==> src/shared/hsf_pkg.sv <==
package hsf_pkg;

  // register indices; byte address is four times the index
  localparam logic [2:0] IDX_CTRL   = 3'h0;
  localparam logic [2:0] IDX_MASK   = 3'h1;
  localparam logic [2:0] IDX_LIVE   = 3'h2;
  localparam logic [2:0] IDX_FAULT  = 3'h3;
  localparam logic [2:0] IDX_SENSE  = 3'h4;
  localparam logic [2:0] IDX_SOURCE = 3'h5;
  localparam logic [2:0] IDX_AUX    = 3'h6;
  localparam logic [2:0] IDX_IRQ    = 3'h7;

  // field positions of the fault, mask and interrupt status registers
  localparam int FLT_SHORT = 5;
  localparam int FLT_BOARD = 4;
  localparam int FLT_PBAD  = 3;
  localparam int FLT_OC    = 2;
  localparam int FLT_UV    = 1;
  localparam int FLT_OV    = 0;
  localparam int FLT_W     = 6;

  // field positions of the control and live status registers
  localparam int test_mode_bit        = 5;
  localparam int power_bad_status_bit = 3;
  localparam int LIVE_GATE            = 7;
  localparam int LIVE_SHORT           = 5;
  localparam int LIVE_BOARD           = 4;
  localparam int LIVE_OC              = 2;
  localparam int LIVE_UV              = 1;
  localparam int LIVE_OV              = 0;

  // reset values and thresholds
  localparam logic [7:0] FAULT_RST   = 8'h00;
  localparam logic [7:0] ADC_RST     = 8'h00;
  localparam logic [7:0] CTRL_RST    = 8'h00;
  localparam logic [7:0] MASK_RST    = 8'h00;
  localparam logic [7:0] SHORT_LIMIT = 8'h07;
  localparam logic [1:0] RESP_OKAY   = 2'h0;

  // comparator and gate pins sampled by the block
  typedef struct packed {
    logic board_inserted_n;
    logic output_good_feedback;
    logic undervoltage_input;
    logic overvoltage_input;
    logic gate_on;
    logic overcurrent;
  } hsf_pins_type;

  // one converter result set, offered with a valid pulse
  typedef struct packed {
    logic [7:0] sense;
    logic [7:0] source;
    logic [7:0] aux;
  } hsf_adc_type;

endpackage : hsf_pkg

==> src/design/hsf_regs.sv <==
`timescale 1ns/100ps
module hsf_regs
#(
  parameter int ADDR_W = 8
)(
  // clock and reset
  input  wire logic                  sys_clk,
  input  wire logic                  rst_n,
  // pins and converter
  input  wire hsf_pkg::hsf_pins_type pins,
  input  wire logic                  adc_valid,
  input  wire hsf_pkg::hsf_adc_type  adc_data,
  output logic                       converter_halt,
  output logic                       irq,
  // axi4-lite write
  input  wire logic [ADDR_W-1:0]     s_axi_awaddr,
  input  wire logic                  s_axi_awvalid,
  output logic                       s_axi_awready,
  input  wire logic [31:0]           s_axi_wdata,
  input  wire logic [3:0]            s_axi_wstrb,
  input  wire logic                  s_axi_wvalid,
  output logic                       s_axi_wready,
  output logic [1:0]                 s_axi_bresp,
  output logic                       s_axi_bvalid,
  input  wire logic                  s_axi_bready,
  // axi4-lite read
  input  wire logic [ADDR_W-1:0]     s_axi_araddr,
  input  wire logic                  s_axi_arvalid,
  output logic                       s_axi_arready,
  output logic [31:0]                s_axi_rdata,
  output logic [1:0]                 s_axi_rresp,
  output logic                       s_axi_rvalid,
  input  wire logic                  s_axi_rready
);
  import hsf_pkg::*;

  logic [7:0]  ctrl_q;
  logic [7:0]  mask_q;
  logic [7:0]  fault_q;
  logic [7:0]  sense_q;
  logic [7:0]  source_q;
  logic [7:0]  aux_q;
  logic [FLT_W-1:0] irq_stat_q;
  logic        short_live_q;
  logic        seen_q;
  logic        board_prev_q;
  logic        uv_prev_q;
  logic        ov_prev_q;
  logic        aw_have_q;
  logic        w_have_q;
  logic [2:0]  aw_idx_q;
  logic [7:0]  w_data_q;
  logic        w_strb_q;
  logic        test_mode;
  logic        aw_fire;
  logic        w_fire;
  logic        ar_fire;
  logic        wr_go;
  logic        aw_have_n;
  logic        bvalid_n;
  logic        rvalid_n;
  logic [2:0]  ar_idx;
  logic        wr_fault;
  logic        wr_adc;
  logic        adc_take;
  logic [FLT_W-1:0] events;
  logic [7:0]  rd_mux;
  logic [7:0]  live;

  assign test_mode = ctrl_q[test_mode_bit];
  assign aw_fire   = s_axi_awvalid & s_axi_awready;
  assign w_fire    = s_axi_wvalid & s_axi_wready;
  assign ar_fire   = s_axi_arvalid & s_axi_arready;
  // write completes once both halves are held and no response waits
  assign wr_go     = aw_have_q & w_have_q & ~s_axi_bvalid;
  assign aw_have_n = (aw_have_q | aw_fire) & ~wr_go;
  assign bvalid_n  = wr_go | (s_axi_bvalid & ~s_axi_bready);
  assign rvalid_n  = ar_fire | (s_axi_rvalid & ~s_axi_rready);
  // upper address bits are ignored, so every index aliases upward
  assign ar_idx    = s_axi_araddr[4:2];
  assign wr_fault  = wr_go & w_strb_q & (aw_idx_q == IDX_FAULT);
  assign wr_adc    = wr_go & w_strb_q & test_mode;
  assign adc_take  = adc_valid & ~test_mode;

  // fault events; edge events wait one cycle after reset for a history
  always_comb
  begin
    events            = '0;
    events[FLT_SHORT] = adc_take & ~pins.gate_on
                        & (adc_data.sense > SHORT_LIMIT);
    events[FLT_BOARD] = seen_q
                        & (pins.board_inserted_n != board_prev_q);
    events[FLT_PBAD]  = ~pins.output_good_feedback & pins.gate_on;
    events[FLT_OC]    = pins.overcurrent;
    events[FLT_UV]    = seen_q & uv_prev_q
                        & ~pins.undervoltage_input;
    events[FLT_OV]    = seen_q & ~ov_prev_q
                        & pins.overvoltage_input;
  end

  // live status view of the pins, plus the short flag judged on the last converter sample
  always_comb
  begin
    live                       = '0;
    live[LIVE_GATE]            = pins.gate_on;
    live[LIVE_SHORT]           = short_live_q;
    live[LIVE_BOARD]           = ~pins.board_inserted_n;
    live[power_bad_status_bit] = ~pins.output_good_feedback;
    live[LIVE_OC]              = pins.overcurrent;
    live[LIVE_UV]              = ~pins.undervoltage_input;
    live[LIVE_OV]              = pins.overvoltage_input;
  end

  // read data mux; narrow registers sit in the low byte
  always_comb
  begin
    case (ar_idx)
      IDX_CTRL:   rd_mux = ctrl_q;
      IDX_MASK:   rd_mux = mask_q;
      IDX_LIVE:   rd_mux = live;
      IDX_FAULT:  rd_mux = fault_q;
      IDX_SENSE:  rd_mux = sense_q;
      IDX_SOURCE: rd_mux = source_q;
      IDX_AUX:    rd_mux = aux_q;
      IDX_IRQ:    rd_mux = {2'b00, irq_stat_q};
      default:    rd_mux = 8'h00;
    endcase
  end

  // pin history for edge detection
  always_ff @(posedge sys_clk or negedge rst_n)
  begin
    if (!rst_n)
    begin
      seen_q       <= 1'b0;
      board_prev_q <= 1'b0;
      uv_prev_q    <= 1'b0;
      ov_prev_q    <= 1'b0;
    end
    else
    begin
      seen_q       <= 1'b1;
      board_prev_q <= pins.board_inserted_n;
      uv_prev_q    <= pins.undervoltage_input;
      ov_prev_q    <= pins.overvoltage_input;
    end
  end

  // latched faults: write zero clears, one keeps, a new event wins
  always_ff @(posedge sys_clk or negedge rst_n)
  begin
    if (!rst_n)
      fault_q <= FAULT_RST;
    else if (wr_fault)
      fault_q <= {2'b00, (fault_q[FLT_W-1:0] & w_data_q[FLT_W-1:0])
                         | events};
    else
      fault_q <= {2'b00, fault_q[FLT_W-1:0] | events};
  end

  // converter results; the host owns them while test mode is on
  always_ff @(posedge sys_clk or negedge rst_n)
  begin
    if (!rst_n)
    begin
      sense_q      <= ADC_RST;
      source_q     <= ADC_RST;
      aux_q        <= ADC_RST;
      short_live_q <= 1'b0;
    end
    else if (adc_take)
    begin
      sense_q      <= adc_data.sense;
      source_q     <= adc_data.source;
      aux_q        <= adc_data.aux;
      short_live_q <= ~pins.gate_on & (adc_data.sense > SHORT_LIMIT);
    end
    else if (wr_adc)
    begin
      if (aw_idx_q == IDX_SENSE)
        sense_q <= w_data_q;
      if (aw_idx_q == IDX_SOURCE)
        source_q <= w_data_q;
      if (aw_idx_q == IDX_AUX)
        aux_q <= w_data_q;
    end
  end

  // control and mask registers
  always_ff @(posedge sys_clk or negedge rst_n)
  begin
    if (!rst_n)
    begin
      ctrl_q <= CTRL_RST;
      mask_q <= MASK_RST;
    end
    else if (wr_go && w_strb_q)
    begin
      if (aw_idx_q == IDX_CTRL)
        ctrl_q <= w_data_q;
      if (aw_idx_q == IDX_MASK)
        mask_q <= {2'b00, w_data_q[FLT_W-1:0]};
    end
  end

  // sticky interrupt status, cleared by reading it; events win
  always_ff @(posedge sys_clk or negedge rst_n)
  begin
    if (!rst_n)
      irq_stat_q <= '0;
    else if (ar_fire && ar_idx == IDX_IRQ)
      irq_stat_q <= events;
    else
      irq_stat_q <= irq_stat_q | events;
  end

  // outputs from flops; irq trails the status bit by one cycle
  always_ff @(posedge sys_clk or negedge rst_n)
  begin
    if (!rst_n)
    begin
      irq            <= 1'b0;
      converter_halt <= 1'b0;
    end
    else
    begin
      irq            <= |(irq_stat_q & mask_q[FLT_W-1:0]);
      converter_halt <= test_mode;
    end
  end

  // write channel: address and data taken in either order
  always_ff @(posedge sys_clk or negedge rst_n)
  begin
    if (!rst_n)
    begin
      aw_have_q     <= 1'b0;
      w_have_q      <= 1'b0;
      aw_idx_q      <= 3'h0;
      w_data_q      <= 8'h00;
      w_strb_q      <= 1'b0;
      s_axi_awready <= 1'b0;
      s_axi_wready  <= 1'b0;
      s_axi_bvalid  <= 1'b0;
    end
    else
    begin
      aw_have_q     <= aw_have_n;
      w_have_q      <= (w_have_q | w_fire) & ~wr_go;
      if (aw_fire)
        aw_idx_q <= s_axi_awaddr[4:2];
      if (w_fire)
      begin
        w_data_q <= s_axi_wdata[7:0];
        w_strb_q <= s_axi_wstrb[0];
      end
      s_axi_awready <= ~aw_have_n & ~bvalid_n;
      s_axi_wready  <= ~((w_have_q | w_fire) & ~wr_go) & ~bvalid_n;
      s_axi_bvalid  <= bvalid_n;
    end
  end

  // read channel: one cycle from address to data
  always_ff @(posedge sys_clk or negedge rst_n)
  begin
    if (!rst_n)
    begin
      s_axi_arready <= 1'b0;
      s_axi_rvalid  <= 1'b0;
      s_axi_rdata   <= 32'h0000_0000;
    end
    else
    begin
      s_axi_arready <= ~rvalid_n;
      s_axi_rvalid  <= rvalid_n;
      if (ar_fire)
        s_axi_rdata <= {24'h00_0000, rd_mux};
    end
  end

  // every index decodes, so every answer is okay
  assign s_axi_bresp = RESP_OKAY;
  assign s_axi_rresp = RESP_OKAY;
endmodule : hsf_regs

==> config.mk <==
export PLATFORM = sky130hd
export DESIGN_NAME = hsf_regs
export DESIGN_NICKNAME = d
export VERILOG_FILES = /design/src/shared/hsf_pkg.sv /design/src/design/hsf_regs.sv
export SDC_FILE = /design/constraint.sdc
export NUM_CORES = 1
export LEC_CHECK = 0
export ABC_CLOCK_PERIOD_IN_PS = 1400
export BUFFER_PORTS_ARGS = -buffer_cell sky130_fd_sc_hd__buf_4
export CAP_MARGIN = 20
export CORE_ASPECT_RATIO = 1.5
export CORE_MARGIN = 2
export CORE_UTILIZATION = 46
export CTS_CLUSTER_DIAMETER = 50
export DETAILED_ROUTE_END_ITERATION = 16
export PLACE_DENSITY = 0.77
export SYNTH_ARGS = -nofsm -noshare
export SYNTH_HDL_FRONTEND = slang
export SYNTH_SLANG_ARGS = --single-unit
==> constraint.sdc <==
create_clock -name sys_clk -period 1.4 [get_ports sys_clk]
set_input_delay 0.28 -clock sys_clk [delete_from_list [all_inputs] [get_ports sys_clk]]
set_output_delay 0.28 -clock sys_clk [all_outputs]
set_load 0.01 [all_outputs]
; Word-level counts from Yosys, hierarchy flattened
; Index checks and enable logic that the tools add are counted.
[op_classes]
n_eq_ne = 13
bitwise = 47
muxes = 12
magnitude_cmp = 1
n_reduce_logical = 14
[op_table]
columns = op, n
row1 = two-way mux 8 bit, 9
row2 = one-hot mux 8 bit (8 select lines), 1
row3 = AND 1 bit, 24
row4 = "equality test 3 bit, second input constant", 7
row5 = OR 6 bit, 3
row6 = NOT 1 bit, 14
row7 = AND 6 bit, 2
row8 = two-way mux 6 bit, 2
row9 = AND reduction 2 bit, 5
row10 = "equality test 3 x 2 -> 1 bit, second input constant", 3
row11 = "> comparator 8 x 3 -> 1 bit, second input constant", 1
row12 = nonzero test 2 bit, 4
row13 = "equality test 3 x 1 -> 1 bit, second input constant", 2
row14 = logical NOT 3 bit, 2
row15 = OR reduction 6 bit, 1
row16 = OR 1 bit, 4
row17 = logical AND 1 bit, 2
row18 = inequality test 1 bit, 1
[totals]
wordCells = 112
input_bits = 90
regBits = 86

; Depth between registers and ports, before layout
[logic_depth]
word_depth = 6
ltp_mapped = 6
mapped_depth_nobuf = 4

; Worst setup path before layout
; OpenSTA, ideal clock, no wires.
[synth_timing]
path_type = register to register
start = register s_axi_bvalid
end = register ctrl_q[0]
arrival_time_ps = 1473
path_stages_with_launch = 6
setup_ps = 125
period_less_slack_ps = 1598
t_required_ps = 1275
setup_slack_ps = -198
path_cell_list = dfrtp_1 > and4b_1 > buf_4 > nand2b_4 > nor3_4 > mux2_2
[synth_via]
elab_chain_len = 4
[synth_rtl]
columns = element, line_no
row1 = from (decl), hsf_regs.sv:24  ; output logic s_axi_bvalid,
row2 = from (signal assigned), hsf_regs.sv:259  ; s_axi_bvalid <= bvalid_n;
row3 = NOT 1 bit, hsf_regs.sv:75  ; assign wr_go = aw_have_q & w_have_q & ~s_axi_bvalid;
row4 = AND 1 bit, hsf_regs.sv:75
row5 = logical AND 1 bit, hsf_regs.sv:197  ; else if (wr_go && w_strb_q)
row6 = AND reduction 2 bit (no source line), --
row7 = to (signal assigned), hsf_regs.sv:200  ; ctrl_q <= w_data_q;
row8 = to (decl), hsf_regs.sv:37  ; logic [7:0] ctrl_q;
; Every way passes these cells.
; A chain may end at the register's enable or synchronous reset.

; Final worst setup path
[layout_timing]
start = register s_axi_bvalid
end = register ctrl_q[6]
; The elaborated chain is that of the path after synthesis.

==> summary.txt <==
Place
  – Post-place setup slack: -0.183 ns
  – Dpl cells: 563
  – Port Buffer Count: between 60 and 70
  – Gpl congestion: slightly above 0.9
  – Placed Area: between 4000 and 5000 um2
  – Final HPWL DP: slightly below 8 mm

Final layout
  – FILL cells: 680
  – Footprint of the multi-input gates: 1870 um2
  – Final instance area: 5430 um2
  – NumNets Final: between 500 and 600
  – Register area: 2100 um2
  – Area grow syn2layout: 34.4%
  – Share of layout cells above drive strength 1: 0.393
  – Antenna diodes: 0
  – Fin cells: 588

CTS
  – Worst-path clk slew: 0.06 ns
  – TritonCTS clock tree: yes
  – Clk buf depth: 2
  – Cts bufs inserted: 9
  – Clock root buffer: clkbuf_16
  – Htree depth: 3
  – # clock sinks: 84
  – Worst-skew pair later-pin latency: 0.34 ns

Worst hold path
  – Hold depth: 1
  – Min-delay src: pins[5]
  – Hold Path End: board_prev_q
  – Hold/Removal Path Class: input port to flop

Synthesis
  – Synth Warn #: 0
  – #FFs+latches synth: 84
  – Avg Cell Area, Syn: 11.1 um2
  – Ys flop type: dfrtp_1
  – Synth Cell Area: 4040 um2
  – Cells after synthesis: approximately 360
  – Async SR Flop Fraction: 1.00
  – Sequential fraction of the synthesis area: 0.520
  – Number of flops mapped to enable cells by yosys: 0
  – Cell variety after synth: 43

Critical path
  – Worst-path fanout max: 8
  – R2R depth: 6
  – Crit start category: flop
  – Setup CP Type: flop to flop
  – Worst reg2reg endpoint: ctrl_q[6]
  – Slowest-stage cell, CP: dfrtp_1
  – CP bufs+invs: 2
  – Worst r2r src: s_axi_bvalid
  – Arrival @ worst endpoint: 1.82 ns
  – CP delay by family, top: simple AND/OR/NAND/NOR gates
  – CP endpoint kind: flop
  – Critical path's largest stage delay: 0.38 ns
  – Crit-path cells: and4b_1 > buf_6 > nand2b_4 > nor3_4 > buf_12 > mux2_2
  – R2R Setup Slk: -0.19 ns
  – CP required: approximately 1.6 ns

Timing
  – Final WS setup: -0.191 ns
  – RSZ-0062 raised after global routing: yes
  – Hold slack final: between 0.06 and 0.07 ns
  – Endpoints failing setup: between 40 and 50
  – FMAX: between 600 and 700 MHz
  – Hold Vio Cnt, Final: 0
  – Tcrit/Tclk final: 1.14
  – Clock period minus worst slack: roughly 1.6 ns
  – Slew Limit Fails: 0
  – Clock Skews: 0.00628 ns

Global routing
  – Initial antenna violation count: 0
  – Pin count of the biggest net entering global routing: 29
  – Total grt overflow: 0
  – Total Routing Usage GR: 0.242
  – Number of global-route vias before repair: about 3400
  – First-pass GRT wire length: 17.2 mm

Detailed routing
  – ANT nets after route: 0
  – WL/cell: 18.1 um
  – Starting DRC count in detailed routing: 292
  – Vias per cell: 5.48
  – Drt pass-1 iters: 5
  – Detailed Route WL: between 10 and 15 mm
  – Total number of vias: approximately 3200
  – Residual DRC: 0

Die
  – Core Rows: 41
  – Die Span Y: around 120 um
  – Die width: roughly 81 um
  – Die area: roughly 9600 um2
  – Placeable Area: 8460 um2
  – I/O Pins: 133
  – Initial Util: 0.478

Power
  – Cell Pwr Density: around 1700 nW/um2
  – Pleak: 2.57 nW
  – Peak VDD IR: ~1200 uV
  – Overall Power: ~9.4 mW

Run
  – Max-Cap Viols: 0

Status
  – Status: finished with violations
  – Failing checks: setup timing
[kinds of logic (layout without fill, tap and decap cells)]
kind of cell / count (synthesis) / after routing / synth area share
AND/OR/NAND/NOR: 86 / 86 / 0.110
flip-flops: 84 / 84 / 0.520
AO/OA/AOI/OAI: 83 / 83 / 0.136
multiplexers: 58 / 58 / 0.154
buffers and inverters: 50 / 140 / 0.0761
other: 2 / 29 / 0.00186
XOR/XNOR: 1 / 1 / 0.00217
[cell usage after synthesis (all sizes together), types with 2 or more instances]
cell type   n  area [um2]
a21o        2        15.0
a21oi       2        10.0
a221oi      2        17.5
a222oi      6        60.1
a22o        2        17.5
a22oi      13        97.6
a31oi       3        18.8
buf        36         255
clkbuf      8        30.0
conb        2        7.51
dfrtp      84        2100
inv         6        22.5
mux2       32         360
mux2i      26         260
nand2      49         184
nand2b      5        38.8
nand4       3        31.3
nor2        5        18.8
nor2b      11        68.8
nor3        2        21.3
o21ai      41         205
o221a       4        45.0
o221ai      4        35.0
o22ai       2        12.5
or2         2        12.5
[stage by stage]
stage,utilization,setup TNS [ns]
floorplan,-,-4.39
global placement,0.578,-3.39
detailed placement,0.578,-4.71
CTS,0.627,-5.23
global route,0.642,-8.51
finish,0.642,-5.40
[per-layer routing]
layer  part of all wire  up-vias  track usage  routed length [um]
met1               0.36     1566        0.281                3830
met5                  0        -            0                   0
met2               0.52      141        0.405                5590
li1                   -     1482            -                   -
met4              0.052        0        0.142                 552
met3              0.065       35       0.0485                 698
[power breakdown]
part / leakage [nW] / internal, mW / total (mW) / switching (mW)
Sequential: 1.00 / 3.22 / 4.05 / 0.823
Combinational: 1.42 / 1.59 / 2.79 / 1.20
Clock: 0.149 / 1.56 / 2.53 / 0.967
[area by class of cell]
type,count,area share
inverter,6,0.00415
tap,107,0.0246
timing repair buffer,118,0.182
multi-input combinational,257,0.343
clock buffer,10,0.0422
sequential,84,0.387
clock inverter,6,0.0164
[how the worst max path moves through the flow]
stage / from / slack [ns] / endpoint / cells past startpoint
global route: s_axi_bvalid / -0.25 / source_q[6] / 6
detailed placement: adc_data[21] / -0.18 / short_live_q / 4
global placement: s_axi_bvalid / -0.15 / ctrl_q[6] / 6
floorplan: s_axi_bvalid / -0.20 / ctrl_q[0] / 5
CTS: s_axi_bvalid / -0.18 / ctrl_q[6] / 6
finish: s_axi_bvalid / -0.19 / ctrl_q[6] / 6
[registers in the layout (all words and copies together), names as in the netlist, 3 cells and up]
register,count
aux_q,8
ctrl_q,8
s_axi_rdata,8
sense_q,8
source_q,8
w_data_q,8
fault_q,6
irq_stat_q,6
mask_q,6
aw_idx_q,3
[layout by cell type (no fill, tap or decap), drive strengths merged, types with 6 or more instances in the layout]
| master | count |
|---|---|
| buf | 117 |
| a22oi | 13 |
| inv | 6 |
| mux2i | 26 |
| dfrtp | 84 |
| conb | 29 |
| mux2 | 32 |
| nand2 | 49 |
| clkbuf | 10 |
| o21ai | 41 |
| nor2b | 11 |
| a222oi | 6 |
[timing repair]
item                                   4_1_cts  5_1_grt
hold buffers                                 1        0
pin swaps                                    2        9
gates cloned                                 0        0
setup buffers                                2        6
setup endpoints to repair                   45       49
endpoints found under the hold margin       24        0
resized for setup                           40       23
No activity file was read; power rests on OpenSTA's default activity.
